**src/hdl/tx_align_params.svh**
```systemverilog
// offsets, field positions, reset values and timing counts of the transmit input path
// assumes one 20 MHz system clock that also stands for the reference clock
`ifndef TX_ALIGN_PARAMS_SVH
`define TX_ALIGN_PARAMS_SVH

`define OFS_CTRL 12'h000
`define OFS_STATUS 12'h004
`define OFS_PERR_CNT 12'h008

`define CTRL_CAP_EN_BIT 0
`define CTRL_RESYNC_BIT 1
`define CTRL_RESET 32'h0000_0001

`define ST_ERR_BIT 0
`define ST_INIT_BIT 1
`define ST_DIRECT_BIT 2
`define ST_OCC_LSB 4

`define CLK_PERIOD_NS 50
`define CHAR_PERIOD_NS 400
`define CHAR_CYCLES (`CHAR_PERIOD_NS / `CLK_PERIOD_NS)
`define RST_LOW_SAMPLES 2'h2

`define C07_POS 10'h278
`define CT_SYNC 2'h3

`define LVL_CODE_LOW 2'h0
`define LVL_CODE_MID 2'h1
`define LVL_CODE_HIGH 2'h2

`endif

```
**src/hdl/tx_align_pkg.sv**
```systemverilog
// types shared by the transmit input path and its bench
// assumes the constants of tx_align_params.svh
package tx_align_pkg;

  typedef enum logic [1:0] {LVL_LOW, LVL_MID, LVL_HIGH} level_t;

  typedef enum logic [2:0] {
    KIND_PRE, KIND_DATA, KIND_SPECIAL, KIND_C07, KIND_K28_5, KIND_SYNC
  } char_kind_t;

  typedef struct packed {
    logic [7:0] data;
    logic [1:0] ct;
    logic special_code_select;
    logic op;
  } tx_in_t;

  typedef struct packed {
    char_kind_t kind;
    logic enc_en;
    logic [9:0] chr;
  } tx_sel_t;

endpackage

```
**src/hdl/tx_input_align.sv**
```systemverilog
// transmit input register, phase-align buffer, odd parity check and character selection
// assumes pins arrive asynchronously; enc_char_i and APB come from logic on clk_sys_i
`timescale 1ns/1ps
`include "tx_align_params.svh"

module tx_input_align
  import tx_align_pkg::*;
#(
  parameter int DEPTH = 4,
  parameter int CHAR_CYC = `CHAR_CYCLES
) (
  input wire logic clk_sys_i,
  input wire logic rst_i,
  input wire logic psel_i,
  input wire logic penable_i,
  input wire logic pwrite_i,
  input wire logic [11:0] paddr_i,
  input wire logic [31:0] pwdata_i,
  output logic [31:0] prdata_o,
  output logic pready_o,
  output logic pslverr_o,
  input wire logic [7:0] tx_data_i,
  input wire logic [1:0] tx_char_control_i,
  input wire logic special_code_select_i,
  input wire logic tx_parity_bit_i,
  input wire logic [1:0] tx_mode_upper_i,
  input wire logic [1:0] tx_mode_lower_i,
  input wire logic [1:0] input_clock_select_i,
  input wire logic [1:0] parity_check_control_i,
  input wire logic dual_edge_rate_select_i,
  input wire logic host_input_clock_i,
  input wire logic tx_path_reset_n_i,
  input wire logic [9:0] enc_char_i,
  output tx_sel_t sel_o,
  output logic sel_valid_o,
  output logic [4:0] tx_serial_o,
  output logic tx_serial_valid_o,
  output logic tx_error_flag_o,
  output logic parity_err_o
);

  localparam int PW = $clog2(DEPTH);
  localparam logic [PW:0] CENTER = (PW + 1)'(DEPTH / 2);
  localparam logic [3:0] DIV_FULL = 4'(CHAR_CYC - 1);
  localparam logic [3:0] DIV_HALF = 4'(CHAR_CYC / 2 - 1);
  localparam int PINS = 23;

  generate
    if (DEPTH < 4 || (DEPTH & (DEPTH - 1)) != 0 || CHAR_CYC < 4 || CHAR_CYC > 16) begin : g_chk
      $error("tx_input_align: DEPTH must be a power of two >= 4, CHAR_CYC in 4..16");
    end
  endgenerate

  function automatic level_t decode_level(input logic [1:0] code);
    unique case (code)
      `LVL_CODE_LOW: decode_level = LVL_LOW;
      `LVL_CODE_HIGH: decode_level = LVL_HIGH;
      // an open pin, and the unused code, read as the middle level
      default: decode_level = LVL_MID;
    endcase
  endfunction

  function automatic logic parity_fail(input tx_in_t c, input level_t p, input logic enc);
    logic ok;
    ok = 1'b1;
    if (p == LVL_MID && enc) begin
      ok = ^{c.data, c.op};
    end else if (p != LVL_LOW) begin
      ok = ^{c.data, c.ct, c.op};
    end
    parity_fail = (p != LVL_LOW) && !ok;
  endfunction

  function automatic char_kind_t pick_kind(input tx_in_t c, input logic enc, input level_t lo);
    char_kind_t k;
    k = KIND_K28_5;
    if (!enc) begin
      k = KIND_PRE;
    end else if (!c.ct[0]) begin
      k = KIND_DATA;
    end else if (c.ct[1]) begin
      k = KIND_SYNC;
    end else if (c.special_code_select && lo == LVL_LOW) begin
      k = KIND_SPECIAL;
    end else if (c.special_code_select && lo == LVL_MID) begin
      k = KIND_SYNC;
    end
    pick_kind = k;
  endfunction

  // pin synchroniser: every asynchronous input passes two flops
  logic [PINS-1:0] pin_s1_r;
  logic [PINS-1:0] pin_s2_r;
  logic hclk_prev_r;
  wire logic [PINS-1:0] pin_raw = {tx_data_i, tx_char_control_i, special_code_select_i,
    tx_parity_bit_i, tx_mode_upper_i, tx_mode_lower_i, input_clock_select_i,
    parity_check_control_i, dual_edge_rate_select_i, host_input_clock_i, tx_path_reset_n_i};

  always_ff @(posedge clk_sys_i) begin
    pin_s1_r <= pin_raw;
    pin_s2_r <= pin_s1_r;
    hclk_prev_r <= pin_s2_r[1];
  end

  wire logic [7:0] data_s = pin_s2_r[22:15];
  wire logic [1:0] ct_s = pin_s2_r[14:13];
  wire logic special_code_select_s = pin_s2_r[12];
  wire logic op_s = pin_s2_r[11];
  wire logic rate_s = pin_s2_r[2];
  wire logic hclk_s = pin_s2_r[1];
  wire logic rst_n_s = pin_s2_r[0];

  wire level_t mode_up = decode_level(pin_s2_r[10:9]);
  wire level_t mode_lo = decode_level(pin_s2_r[8:7]);
  wire level_t ick = decode_level(pin_s2_r[6:5]);
  wire level_t par = decode_level(pin_s2_r[4:3]);

  wire logic enc_en = mode_up != LVL_LOW;
  wire logic direct = (ick == LVL_LOW) && !rate_s;
  wire logic special_code_select_used = mode_lo != LVL_HIGH;
  wire tx_in_t in_now = '{data: data_s, ct: ct_s, special_code_select: special_code_select_s & special_code_select_used, op: op_s};

  // APB control and status
  logic [31:0] ctrl_r;
  logic [15:0] perr_cnt_r;
  logic pready_r;
  logic pslverr_r;
  logic [31:0] prdata_r;

  wire logic apb_setup = psel_i && !penable_i;
  wire logic apb_done = psel_i && penable_i && pready_r;
  wire logic apb_wr = apb_done && pwrite_i;
  wire logic hit_ctrl = paddr_i == `OFS_CTRL;
  wire logic hit_status = paddr_i == `OFS_STATUS;
  wire logic hit_perr = paddr_i == `OFS_PERR_CNT;
  wire logic apb_hit = hit_ctrl || hit_status || hit_perr;
  wire logic cap_en = ctrl_r[`CTRL_CAP_EN_BIT];
  wire logic resync = apb_wr && hit_ctrl && pwdata_i[`CTRL_RESYNC_BIT];

  // phase-align buffer and reset sequencing
  logic [1:0] rst_low_cnt_r;
  logic init_r;
  logic err_r;
  logic [PW:0] wr_ptr_r;
  logic [PW:0] rd_ptr_r;
  tx_in_t buf_r [DEPTH];
  logic [3:0] div_r;

  wire logic [1:0] rst_low_cnt_nxt = rst_n_s ? 2'h0 :
    (rst_low_cnt_r == `RST_LOW_SAMPLES) ? rst_low_cnt_r : rst_low_cnt_r + 2'h1;
  wire logic init_enter = (rst_low_cnt_nxt == `RST_LOW_SAMPLES) || resync;
  wire logic init_leave = init_r && rst_n_s && !resync;
  wire logic init_nxt = init_enter || (init_r && !init_leave);

  wire logic [3:0] div_last = rate_s ? DIV_HALF : DIV_FULL;
  wire logic char_en = div_r >= div_last;
  wire logic hclk_rise = hclk_s && !hclk_prev_r;
  wire logic hclk_fall = !hclk_s && hclk_prev_r;
  wire logic wr_stb = !direct && !init_r && cap_en && (hclk_rise || (rate_s && hclk_fall));
  wire logic rd_stb = char_en && !direct && !init_r;
  wire logic [PW:0] occ = wr_ptr_r - rd_ptr_r;
  wire logic full = occ == (PW + 1)'(DEPTH);
  wire logic empty = occ == '0;
  wire logic overflow = wr_stb && full && !rd_stb;
  wire logic underflow = rd_stb && empty;
  wire tx_in_t head = buf_r[rd_ptr_r[PW-1:0]];
  wire tx_in_t cur = direct ? in_now : head;
  wire logic recenter = err_r && rd_stb && mode_up == LVL_MID && cur.ct == `CT_SYNC;
  // a fresh overflow or underflow in the clearing cycle wins over the recenter clear
  wire logic err_set = overflow || underflow;
  wire logic err_nxt = init_r ? 1'b0 : err_set ? 1'b1 :
    recenter ? 1'b0 : err_r;
  wire logic [PW:0] realign_ptr = wr_ptr_r - CENTER;
  wire logic [PW:0] rd_ptr_nxt = (init_leave || recenter) ? realign_ptr :
    rd_stb ? rd_ptr_r + (PW + 1)'(1) : rd_ptr_r;

  always_ff @(posedge clk_sys_i) begin
    if (rst_i) begin
      rst_low_cnt_r <= 2'h0;
      init_r <= 1'b1;
      err_r <= 1'b0;
      wr_ptr_r <= '0;
      rd_ptr_r <= '0;
      div_r <= 4'h0;
    end else begin
      rst_low_cnt_r <= rst_low_cnt_nxt;
      init_r <= init_nxt;
      err_r <= err_nxt;
      wr_ptr_r <= wr_stb ? wr_ptr_r + (PW + 1)'(1) : wr_ptr_r;
      rd_ptr_r <= rd_ptr_nxt;
      div_r <= char_en ? 4'h0 : div_r + 4'h1;
    end
  end

  generate
    for (genvar i = 0; i < DEPTH; i++) begin : g_buf
      always_ff @(posedge clk_sys_i) begin
        if (wr_stb && wr_ptr_r[PW-1:0] == PW'(i)) begin
          buf_r[i] <= in_now;
        end
      end
    end
  endgenerate

  // character selection ahead of the encoder
  wire logic char_go = char_en && (direct || !init_r) && cap_en;
  wire logic perr = parity_fail(cur, par, enc_en);
  // a stale phase error wins over parity: the link must show the buffer fault
  wire logic sub_c07 = err_r || perr;
  wire char_kind_t kind_sel = sub_c07 ? KIND_C07 : pick_kind(cur, enc_en, mode_lo);
  wire logic [9:0] chr_sel = (sub_c07 && !enc_en) ? `C07_POS : {cur.ct, cur.data};
  wire logic [15:0] perr_cnt_inc = (char_go && perr) ? perr_cnt_r + 16'h1 : perr_cnt_r;
  wire logic perr_clr = apb_wr && hit_perr;

  tx_sel_t sel_r;
  logic sel_valid_r;
  logic perr_pulse_r;
  logic err_flag_r;

  always_ff @(posedge clk_sys_i) begin
    if (rst_i) begin
      sel_r <= '{kind: KIND_PRE, enc_en: 1'b0, chr: 10'h000};
      sel_valid_r <= 1'b0;
      perr_pulse_r <= 1'b0;
      err_flag_r <= 1'b0;
    end else begin
      if (char_go) begin
        sel_r <= '{kind: kind_sel, enc_en: enc_en, chr: chr_sel};
      end
      sel_valid_r <= char_go;
      perr_pulse_r <= char_go && perr;
      err_flag_r <= err_nxt;
    end
  end

  // shifter: two 5-bit lanes per character, low half first; bypassed characters pass as is
  logic [4:0] ser_r;
  logic [4:0] ser_hold_r;
  logic ser_valid_r;
  logic ser_second_r;
  wire logic [9:0] ser_src = sel_r.enc_en ? enc_char_i : sel_r.chr;

  always_ff @(posedge clk_sys_i) begin
    if (rst_i) begin
      ser_r <= 5'h00;
      ser_hold_r <= 5'h00;
      ser_valid_r <= 1'b0;
      ser_second_r <= 1'b0;
    end else if (sel_valid_r) begin
      ser_r <= ser_src[4:0];
      ser_hold_r <= ser_src[9:5];
      ser_valid_r <= 1'b1;
      ser_second_r <= 1'b1;
    end else begin
      ser_r <= ser_hold_r;
      ser_valid_r <= ser_second_r;
      ser_second_r <= 1'b0;
    end
  end

  // APB slave: no wait states, read data latched in the setup cycle
  wire logic [31:0] status_word = {{(32 - `ST_OCC_LSB - PW - 1){1'b0}}, occ, 1'b0,
    direct, init_r, err_r};
  wire logic [31:0] rd_mux = hit_ctrl ? ctrl_r : hit_status ? status_word :
    hit_perr ? {16'h0000, perr_cnt_r} : 32'h0000_0000;

  always_ff @(posedge clk_sys_i) begin
    if (rst_i) begin
      ctrl_r <= `CTRL_RESET;
      perr_cnt_r <= 16'h0000;
      pready_r <= 1'b0;
      pslverr_r <= 1'b0;
      prdata_r <= 32'h0000_0000;
    end else begin
      pready_r <= apb_setup;
      pslverr_r <= apb_setup && !apb_hit;
      if (apb_setup) begin
        prdata_r <= pwrite_i ? 32'h0000_0000 : rd_mux;
      end
      if (apb_wr && hit_ctrl) begin
        ctrl_r <= {31'h0000_0000, pwdata_i[`CTRL_CAP_EN_BIT]};
      end
      // a parity event in the clearing cycle is kept as a count of one
      if (perr_clr) begin
        perr_cnt_r <= (char_go && perr) ? 16'h0001 : 16'h0000;
      end else begin
        perr_cnt_r <= perr_cnt_inc;
      end
    end
  end

  assign prdata_o = prdata_r;
  assign pready_o = pready_r;
  assign pslverr_o = pslverr_r;
  assign sel_o = sel_r;
  assign sel_valid_o = sel_valid_r;
  assign tx_serial_o = ser_r;
  assign tx_serial_valid_o = ser_valid_r;
  assign tx_error_flag_o = err_flag_r;
  assign parity_err_o = perr_pulse_r;
endmodule // tx_input_align

```
**config.mk**
```make
export PLATFORM = sky130hd
export DESIGN_NAME = tx_input_align
export DESIGN_NICKNAME = d
export VERILOG_FILES = /design/src/hdl/tx_align_pkg.sv /design/src/hdl/tx_input_align.sv
export VERILOG_INCLUDE_DIRS = /design/src /design/src/hdl
export SDC_FILE = /design/constraint.sdc
export NUM_CORES = 1
export LEC_CHECK = 0
export CORE_UTILIZATION = 25
export CTS_CLUSTER_SIZE = 25
export DETAILED_ROUTE_END_ITERATION = 8
export DONT_BUFFER_PORTS = 1
export MAX_ROUTING_LAYER = met4
export PLACE_DENSITY_LB_ADDON = 0.05
export SLEW_MARGIN = 20
export SYNTH_ARGS = -nofsm -noshare
export SYNTH_HDL_FRONTEND = slang
export SYNTH_SLANG_ARGS = --single-unit
```
**constraint.sdc**
```tcl
create_clock -name clk_sys_i -period 7.6 [get_ports clk_sys_i]
set_input_delay 0.38 -clock clk_sys_i [delete_from_list [all_inputs] [get_ports clk_sys_i]]
set_output_delay 0.38 -clock clk_sys_i [all_outputs]
set_load 0.05 [all_outputs]
```
==> results of run 1 <==
==> final cells by class <==
| class | instances | share of cell area, % |
|---|---|---|
| inverters | 20 | 0.944 |
| multi-input cells | 361 | 32.9 |
| flip-flops and latches | 174 | 49.9 |
| clock buffers | 17 | 5.35 |
| well taps | 341 | 5.37 |
| repair buffers | 31 | 3.71 |
| clock inverters | 15 | 1.89 |
==> worst paths after layout <==
path,from,to,slack (ns),cells past startpoint
hold reg to reg,pin_s1_r[7],pin_s2_r[7],0.33,0
setup reg to reg,flip-flop,perr_cnt_r[1],3.79,9
hold / removal,rst_i,prdata_o[2],0.02,1
setup / recovery,flip-flop,perr_cnt_r[1],3.79,9
==> state kept, by name, indices dropped and copies added, names as in the netlist, 2 cells and up, named ones only <==
name and flops:
buf_r 48, pin_s1_r 23, pin_s2_r 23, perr_cnt_r 16, prdata_o 16, sel_o 14, ser_hold_r 5, tx_serial_o 5
div_r 4, rd_ptr_r 3, wr_ptr_r 3, rst_low_cnt_r 2
==> critical path, delay by kind of cell, from the launching register on <==
kind | cells | cell delay (ns)
AO/OA/AOI/OAI | 2 | 0.39
XOR/XNOR | 3 | 0.93
buffers and inverters | 1 | 0.28
flip-flops | 1 | 0.31
multiplexers | 3 | 1.82
==> routing by layer <==
layer	up-vias	share of wire [%]
met2	74	49
li1	2163	-
met4	0	1.3
met3	16	2.9
met1	2091	47
met5	-	0
==> kinds of logic after synthesis <==
group / Yosys count / synth area share (%)
AOI/OAI and AO/OA: 121 / 12.6
xor gates and xnor gates: 29 / 4.06
adders and majority gates: 11 / 2.13
buffers and inverters: 62 / 4.35
DFF: 174 / 58.2
muxes: 39 / 8.34
other: 1 / 0.0551
and+or+nand+nor: 145 / 10.3
==> report_power, final <==
group	leakage (nW)	switching [W]	internal (W)
sequential	1.47	0.0000373	0.000979
combinational	1.08	0.000120	0.0000710
clock	0.279	0.000416	0.000437
==> placed cells by master, fill, tap and decap left out, types with 10 or more instances in the layout <==
cell	netlist	final
ha_1	10	10
nor2_1	58	58
clkbuf_16	0	17
nand3_1	12	12
a22oi_1	16	16
mux2i_1	23	22
xor2_1	11	11
inv_1	20	20
dlygate4sd3_1	0	25
edfxtp_1	48	48
nor4_1	10	10
dfxtp_1	126	125
mux4_2	14	14
a21oi_1	36	36
xnor2_1	16	16
nand2_1	21	21
conb_1	1	16
==> per-stage QoR <==
step	hold WS (ns)	cells	cell area [um2]
final	0.0198	959	7950
after global routing	0.00911	959	7950
after CTS	0.000511	959	7950
after detailed placement	0.312	902	7120
after global placement	0.312	902	7120
after floorplan	0.310	597	6870
==> impl_metrics.json, run 1 <==
{
  "cts_tree": "done",
  "cts_root_buffer": "clkbuf_16",
  "rsz0062_at_grt": "no",
  "critPathKind": "reg2reg",
  "syn_avg_cell_area_um2": 11.7,
  "drcViolationCount": 0,
  "detail-route-antenna-nets": 0,
  "netlist_instances": 582,
  "final_util_pct": 29.6,
  "numPortBuffers": 0,
  "grt_pass1_vias": 4354,
  "clk_latency_ns": 0.43,
  "end_kind": "flip-flop",
  "synth_most_common_cell": "dfxtp_1",
  "setup_viol": 0,
  "fin_nets": 698,
  "synth_common_cells": "dfxtp_1, nor2_1, edfxtp_1",
  "area_growth_pct": 16.7,
  "drt_iter0_drc": 268,
  "arrival_ns": 4.17,
  "use_met1_pct": 15.4,
  "grt_use_met2_pct": 20.1,
  "synth-async-reset-ratio_pct": 0,
  "antenna_found_initial": 0,
  "grt_first_pass_wirelength_um": 25300,
  "fillers": 2743,
  "overflow": 0,
  "synth.top_cell.area_share_pct": 37.0,
  "cts_setup_buffers": 0,
  "worst_pin_slew_ns": 1.04,
  "initial_utilization_pct": 25.3,
  "slew_viol_final": 0,
  "numCtsBuffers": 17,
  "synth_top_area_cell": "dfxtp_1",
  "ys_ff_latch": 174,
  "first_pass_iters": 5,
  "maxCapViolations": 0,
  "gp_congestion": 0.710,
  "hp-class": "in2reg",
  "peakVddDrop_mv": 0.126,
  "regArea_um2": 3970,
  "diodes": 0,
  "worstPathCellList": "buf_4 -> mux4_2 -> mux2i_1 -> xnor2_1 -> xnor3_2 -> xor2_2 -> mux2i_2 -> o21ai_0 -> a21oi_1",
  "power.density_nw_per_um2": 259,
  "leakage_nw": 2.83,
  "crit_path_start_kind": "flip-flop",
  "dp_hpwl_um": 11100,
  "place_ws_ns": 3.77,
  "pin_count": 139,
  "synth-edff-count": 48,
  "critPathSlowestCell": "mux2i_2",
  "die_area_um2": 27900,
  "hold_buffers": 25,
  "crit_required_ns": 7.96,
  "routed_wl_um": 16100,
  "clockBufferDepth": 2,
  "period_share_pct": 50.1,
  "cts.reportedPaths.clkPinSlew_ns": 0.07,
  "status": "completed",
  "synth_cell_type_count": 52,
  "finalHoldViolations": 0,
  "avgRoutedWirePerCell_um": 16.8,
  "multiInputGateArea_um2": 2610,
  "fp-row-count": 60,
  "die_height_um": 167,
  "core_um2": 26900,
  "layout_setup_ws_ns": 3.79,
  "slew_headroom_pct": 30.7,
  "layout-drive-gt1-share_pct": 9.71,
  "clock_sinks": 174,
  "cts_resized": 0,
  "synth_flop_cell": "dfxtp_1",
  "synth_area_leaders": "dfxtp_1, edfxtp_1, mux4_2, mux2i_1, nor2_1",
  "grt_usage_pct": 12.4,
  "vias": 4344,
  "cpPeakStageDelay_ns": 0.87,
  "grt_use_met3_pct": 2.31,
  "grt_max_degree": 48,
  "yosysWarningCount": 0,
  "grt-busiest-layer": "met2",
  "power_w": 0.00206,
  "cp_max_fo": 18,
  "die_x_um": 167,
  "htree_levels": 4,
  "tns_ns": 0,
  "viasPerCell": 4.53,
  "layout_min_cycle_time_ns": 3.81,
  "finClkSkew_ns": 0.0101,
  "ys_seq_area_share_pct": 58.2,
  "fmax_mhz": 262,
  "syn-cell-area_um2": 6810
}
Power figures use the tool's default switching activity.
==> run 2, diff against run 1 <==
--- a/config.mk
+++ b/config.mk
@@ -6,6 +6,7 @@
 export SDC_FILE = /design/constraint.sdc
 export NUM_CORES = 1
 export LEC_CHECK = 0
+export ABC_AREA = 1
 export CORE_UTILIZATION = 25
 export CTS_CLUSTER_SIZE = 25
 export DETAILED_ROUTE_END_ITERATION = 8
==> constraint.sdc (replaced) <==
create_clock -name clk_sys_i -period 3.84 [get_ports clk_sys_i]
set_input_delay 0.192 -clock clk_sys_i [delete_from_list [all_inputs] [get_ports clk_sys_i]]
set_output_delay 0.192 -clock clk_sys_i [all_outputs]
set_load 0.05 [all_outputs]
==> impl_metrics.json, run 2 <==
{
  "status": "completed",
  "viasPerCell": 4.19,
  "end_kind": "flip-flop",
  "rr_endpoint": "perr_cnt_r[3]",
  "vias": 5606,
  "cts.reportedPaths.clkPinSlew_ns": 0.08,
  "r2r_slack_ns": 1.04,
  "layout_min_cycle_time_ns": 2.80,
  "finClkSkew_ns": 0.0171,
  "core_um2": 28900,
  "cts_resized": 0,
  "synth_top_area_cell": "dfxtp_1",
  "grt_max_degree": 49,
  "clock_sinks": 174,
  "synth_area_leaders": "dfxtp_1, edfxtp_1, nand2_1, inv_1, nor2_1",
  "setup_viol": 0,
  "crit_required_ns": 4.18,
  "synth_cell_type_count": 39,
  "period_share_pct": 72.8,
  "cpPeakStageDelay_ns": 0.47,
  "grt_first_pass_wirelength_um": 31400,
  "synth-async-reset-ratio_pct": 0,
  "pin_count": 139,
  "synth_flop_cell": "dfxtp_1",
  "final_common_cell": "nand2_1",
  "numCtsBuffers": 17,
  "synth_most_common_cell": "nand2_1",
  "top_register": "buf_r",
  "rr_worst_depth": 18,
  "power_w": 0.00426,
  "leakage_nw": 3.61,
  "clk_latency_ns": 0.44,
  "routed_wl_um": 19400,
  "area_growth_pct": 18.0,
  "clockBufferDepth": 2,
  "largest_reg_flops": 48,
  "hold_start": "rst_i",
  "cp_max_fo": 16,
  "ys_seq_area_share_pct": 53.7,
  "critPathKind": "reg2reg",
  "reg.largest.list": "buf_r x48, pin_s1_r x23, pin_s2_r x23",
  "fin_nets": 1034,
  "cts_setup_buffers": 0,
  "finalHoldViolations": 0,
  "diodes": 0,
  "syn_avg_cell_area_um2": 8.20,
  "htree_levels": 4,
  "initial_utilization_pct": 25.6,
  "peakVddDrop_mv": 0.276,
  "hp-class": "in2reg",
  "worstPathCellList": "nor2_1 -> nand2_2 -> inv_1 -> nand2_1 -> nand2_2 -> nand2_1 -> nand2_1 -> nand2_1 -> nand2_1 -> nand2_1 -> nand3_1 -> nand3_2 -> nand2_4 -> nand2_4 -> inv_2 -> nand2_1 -> nand2_1 -> nor2_1",
  "rsz0062_at_grt": "no",
  "overflow": 0,
  "synth.top_cell.area_share_pct": 34.2,
  "numPortBuffers": 0,
  "fmax_mhz": 358,
  "slew_headroom_pct": 46.3,
  "min_to": "perr_cnt_r[12]",
  "critPathSlowestCell": "inv_1",
  "power.density_nw_per_um2": 489,
  "die_x_um": 174,
  "maxCapViolations": 0,
  "grt_usage_pct": 13.9,
  "arrival_ns": 3.13,
  "netlist_instances": 900,
  "antenna_found_initial": 0,
  "drt_iter0_drc": 228,
  "detail-route-antenna-nets": 0,
  "gp_congestion": 0.746,
  "grt_pass1_vias": 5676,
  "rr_startpoint": "pin_s2_r[6]",
  "first_pass_iters": 4,
  "tns_ns": 0,
  "fp-row-count": 62,
  "worst_pin_slew_ns": 0.802,
  "crit_path_start_kind": "flip-flop",
  "ys_ff_latch": 174,
  "yosysWarningCount": 0,
  "drcViolationCount": 0,
  "syn-cell-area_um2": 7380,
  "cts_tree": "done",
  "dp_hpwl_um": 13400,
  "min_path_cells": 3,
  "crit_top_cell": "nand2_1",
  "die_area_um2": 30200,
  "avgRoutedWirePerCell_um": 14.5,
  "synth_common_cells": "nand2_1, dfxtp_1, inv_1",
  "cts_root_buffer": "clkbuf_16",
  "layout-drive-gt1-share_pct": 7.44,
  "layout_common_cells": "nand2_1, dfxtp_1, inv_1",
  "slew_viol_final": 0,
  "die_height_um": 174,
  "synth-edff-count": 48
}
-- run 2: changes by cell type after synthesis, moves of 14 or more --
cell	delta
nand3_1	+37
o21ai_0	+28
inv_1	+81
nand2_1	+222
a22oi_1	-15
mux2i_1	-23
mux4_2	-14
a21oi_1	+14
nor2_1	+37
nand4_1	+16
-- run 2: how the worst max path moves through the flow --
stage,startpoint,end,cells past startpoint
after floorplan,flip-flop,perr_cnt_r[0],20
after global placement,pin_s2_r[6],perr_cnt_r[3],18
after detailed placement,pin_s2_r[6],perr_cnt_r[3],18
after CTS,pin_s2_r[6],perr_cnt_r[3],18
after global routing,pin_s2_r[6],perr_cnt_r[3],18
final,pin_s2_r[6],perr_cnt_r[3],18
-- run 2: power by group --
group	switching (W)	internal [W]	total [W]
combinational	0.000326	0.000150	0.000476
clock	0.000845	0.000931	0.00178
sequential	0.0000679	0.00194	0.00201
-- run 2: critical path: cells and delay by family (launching register included) --
family	cells	cell delay, ns
flip-flops	1	0.30
buffers and inverters	2	0.65
AND/OR/NAND/NOR	16	1.75
-- run 2: cells by family (layout without fill, tap and decap cells) --
logic type / Yosys count / in the layout / share of synthesized area (%)
AND/OR/NAND/NOR: 449 / 449 / 26.0
flip-flops: 174 / 174 / 53.7
buffers and inverters: 148 / 187 / 9.14
AO/OA/AOI/OAI: 101 / 101 / 7.27
XOR/XNOR: 16 / 16 / 1.90
adder cells (fa/ha/maj): 11 / 11 / 1.97
other: 1 / 16 / 0.0508
-- run 2: metrics by stage --
step / area, um2 / util (%) / hold WS (ns) / worst slack, ns / std cells
2_1_floorplan: 7440 / - / 0.220 / 1.87 / 915
3_3_place_gp: 7740 / 26.8 / 0.220 / 0.903 / 1269
3_5_place_dp: 7740 / 26.8 / 0.220 / 0.934 / 1269
4_1_cts: 8710 / 30.2 / 0.0274 / 0.919 / 1338
5_1_grt: 8710 / 30.2 / 0.0346 / 0.643 / 1338
6_report: 8710 / 30.2 / 0.0334 / 1.04 / 1338
-- run 2: timing repair --
action,4_1_cts,5_1_grt
endpoints found under the hold margin,75,0
hold buffers,37,0
setup endpoints to repair,0,0
-- run 2: cell type report --
| class | instances | area [um2] |
|---|---|---|
| Timing Repair Buffer | 50 | 478 |
| Multi-Input combinational cell | 593 | 2800 |
| Inverter | 105 | 397 |
| Fill cell | 3130 | 20100 |
| Tap cell | 384 | 480 |
| Clock buffer | 17 | 425 |
| Clock inverter | 15 | 161 |
| Sequential cell | 174 | 3960 |
-- run 2: per-layer routing --
layer | GRT usage (%) | vias up | wire length [um]
li1 | - | 2937 | -
met1 | 18.0 | 2552 | 9770
met2 | 21.3 | 103 | 8550
met3 | 3.38 | 14 | 811
met4 | 4.31 | 0 | 223
met5 | - | - | 0
==> run 3, diff against run 2 <==
--- a/config.mk
+++ b/config.mk
@@ -6,7 +6,7 @@
 export SDC_FILE = /design/constraint.sdc
 export NUM_CORES = 1
 export LEC_CHECK = 0
-export ABC_AREA = 1
+export ABC_AREA = 0
 export CORE_UTILIZATION = 25
 export CTS_CLUSTER_SIZE = 25
 export DETAILED_ROUTE_END_ITERATION = 8
==> constraint.sdc (replaced) <==
create_clock -name clk_sys_i -period 2.49 [get_ports clk_sys_i]
set_input_delay 0.1245 -clock clk_sys_i [delete_from_list [all_inputs] [get_ports clk_sys_i]]
set_output_delay 0.1245 -clock clk_sys_i [all_outputs]
set_load 0.05 [all_outputs]
==> impl_metrics.json, run 3 (synthesized netlist as in run 1, its figures left out) <==
{
  "viasPerCell": 4.55,
  "reg.largest.list": "buf_r x48, pin_s1_r x23, pin_s2_r x23",
  "wl_met1_um": 7820,
  "initial_utilization_pct": 25.3,
  "final_common_cell": "dfxtp_1",
  "regArea_um2": 3970,
  "pin_count": 139,
  "fin_cells": 1053,
  "htree_levels": 4,
  "routed_wl_um": 17600,
  "antenna_found_initial": 0,
  "fin_nets": 792,
  "grt_max_degree": 50,
  "period_share_pct": 116,
  "hp-class": "in2reg",
  "peakVddDrop_mv": 0.326,
  "cts_tree": "done",
  "core_um2": 26900,
  "status": "finished, violations left",
  "arrival_ns": 3.25,
  "cts_root_buffer": "clkbuf_16",
  "leakage_nw": 3.38,
  "slew_viol_final": 0,
  "multiInputGateArea_um2": 2890,
  "crit_required_ns": 2.85,
  "drcViolationCount": 0,
  "final_area_um2": 9120,
  "finalHoldViolations": 0,
  "hold_ws_ns": 0.0289,
  "power.density_nw_per_um2": 766,
  "layout_common_cells": "dfxtp_1, buf_4, nor2_1",
  "area_growth_pct": 33.9,
  "worst_pin_slew_ns": 0.707,
  "grt_first_pass_wirelength_um": 27700,
  "layout-drive-gt1-share_pct": 24.3,
  "first_pass_iters": 4,
  "end_kind": "flip-flop",
  "numPortBuffers": 0,
  "maxCapViolations": 0,
  "critPathKind": "reg2reg",
  "slew_headroom_pct": 52.8,
  "die_height_um": 167,
  "top_layer_used": "met4",
  "placed_cell_area_um2": 7730,
  "grt_usage_pct": 13.5,
  "drt_iter0_drc": 272,
  "violations": "negative setup slack",
  "cts.reportedPaths.clkPinSlew_ns": 0.07,
  "fp-row-count": 60,
  "finClkSkew_ns": 0.0108,
  "diodes": 0,
  "layout_min_cycle_time_ns": 2.89,
  "cp_max_fo": 8,
  "fillers": 2653,
  "fmax_mhz": 346,
  "clockBufferDepth": 2,
  "rsz0062_at_grt": "yes",
  "grt_pass1_vias": 4874,
  "power_w": 0.00699,
  "top_register": "buf_r",
  "vias": 4794,
  "detail-route-antenna-nets": 0,
  "clock_sinks": 174,
  "placedCellCount": 970,
  "overflow": 0,
  "dp_hpwl_um": 12300,
  "numCtsBuffers": 17,
  "largest_reg_flops": 48,
  "gp_congestion": 0.751,
  "clk_latency_ns": 0.42,
  "place_ws_ns": -0.532,
  "met3_length_um": 688,
  "crit_path_start_kind": "flip-flop",
  "dr_wl_met2_um": 8810,
  "die_area_um2": 27900,
  "avgRoutedWirePerCell_um": 16.7,
  "layout_setup_ws_ns": -0.400,
  "die_x_um": 167,
  "setup_viol": 32
}
run 3: cell types whose count changed in the layout (fill, tap and decap cells not counted), moves of 21 or more:
cell	change
buf_4	+55
nand2_1	-222
nand3_1	-39
o21ai_0	-29
a21oi_1	-21
nor2_1	-39
inv_1	-81
run 3: layout make-up:
type / count / share of cell area, %
sequential: 174 / 43.5
multi-input combinational: 363 / 31.7
timing repair buffer: 123 / 12.6
clock buffer: 20 / 5.13
tap: 341 / 4.68
clock inverter: 12 / 1.56
inverter: 20 / 0.823
run 3: layer usage:
layer | up-vias | track usage, %
li1 | 2348 | -
met1 | 2330 | 16.3
met2 | 102 | 22.4
met3 | 14 | 3.18
met4 | 0 | 3.62
met5 | - | -
run 3: per-stage QoR:
stage | utilization [%] | TNS (ns)
finish | 33.9 | -9.43
global route | 33.9 | -13.01
CTS | 33.2 | -11.08
detailed placement | 28.8 | -11.64
global placement | 28.8 | -11.51
floorplan | - | -3.01
run 3: worst paths after layout:
| path | start | to | slack [ns] | cells after the start |
|---|---|---|---|---|
| hold / removal | rst_i | perr_cnt_r[0] | 0.03 | 2 |
| hold reg to reg | pin_s1_r[4] | pin_s2_r[4] | 0.33 | 0 |
| setup reg to reg | pin_s2_r[6] | perr_cnt_r[12] | -0.40 | 10 |
| setup / recovery | pin_s2_r[6] | perr_cnt_r[12] | -0.40 | 10 |
run 3: worst max-delay path, stage by stage (launching register included):
cell and delay [ns]:
dfxtp_1 0.31, or3_1 0.38, buf_6 0.16, buf_4 0.18, a21oi_2 0.15, xnor3_2 0.49, xor2_4 0.20, mux2i_4 0.26
buf_6 0.15, or4_4 0.41, a21oi_2 0.12
run 3: power by group:
group          internal [W]  switching, W
combinational      0.000581      0.000553
clock               0.00159       0.00117
sequential          0.00299      0.000106
total               0.00516       0.00183
run 3: what timing repair did:
item                       in CTS  in global routing
hold endpoints to repair       82                  0
buffers inserted                8                  3
gates cloned                    2                  1
setup endpoints to repair      32                 34
hold buffers                   38                  0
gates resized for setup        23                 30
pin swaps                      20                 15
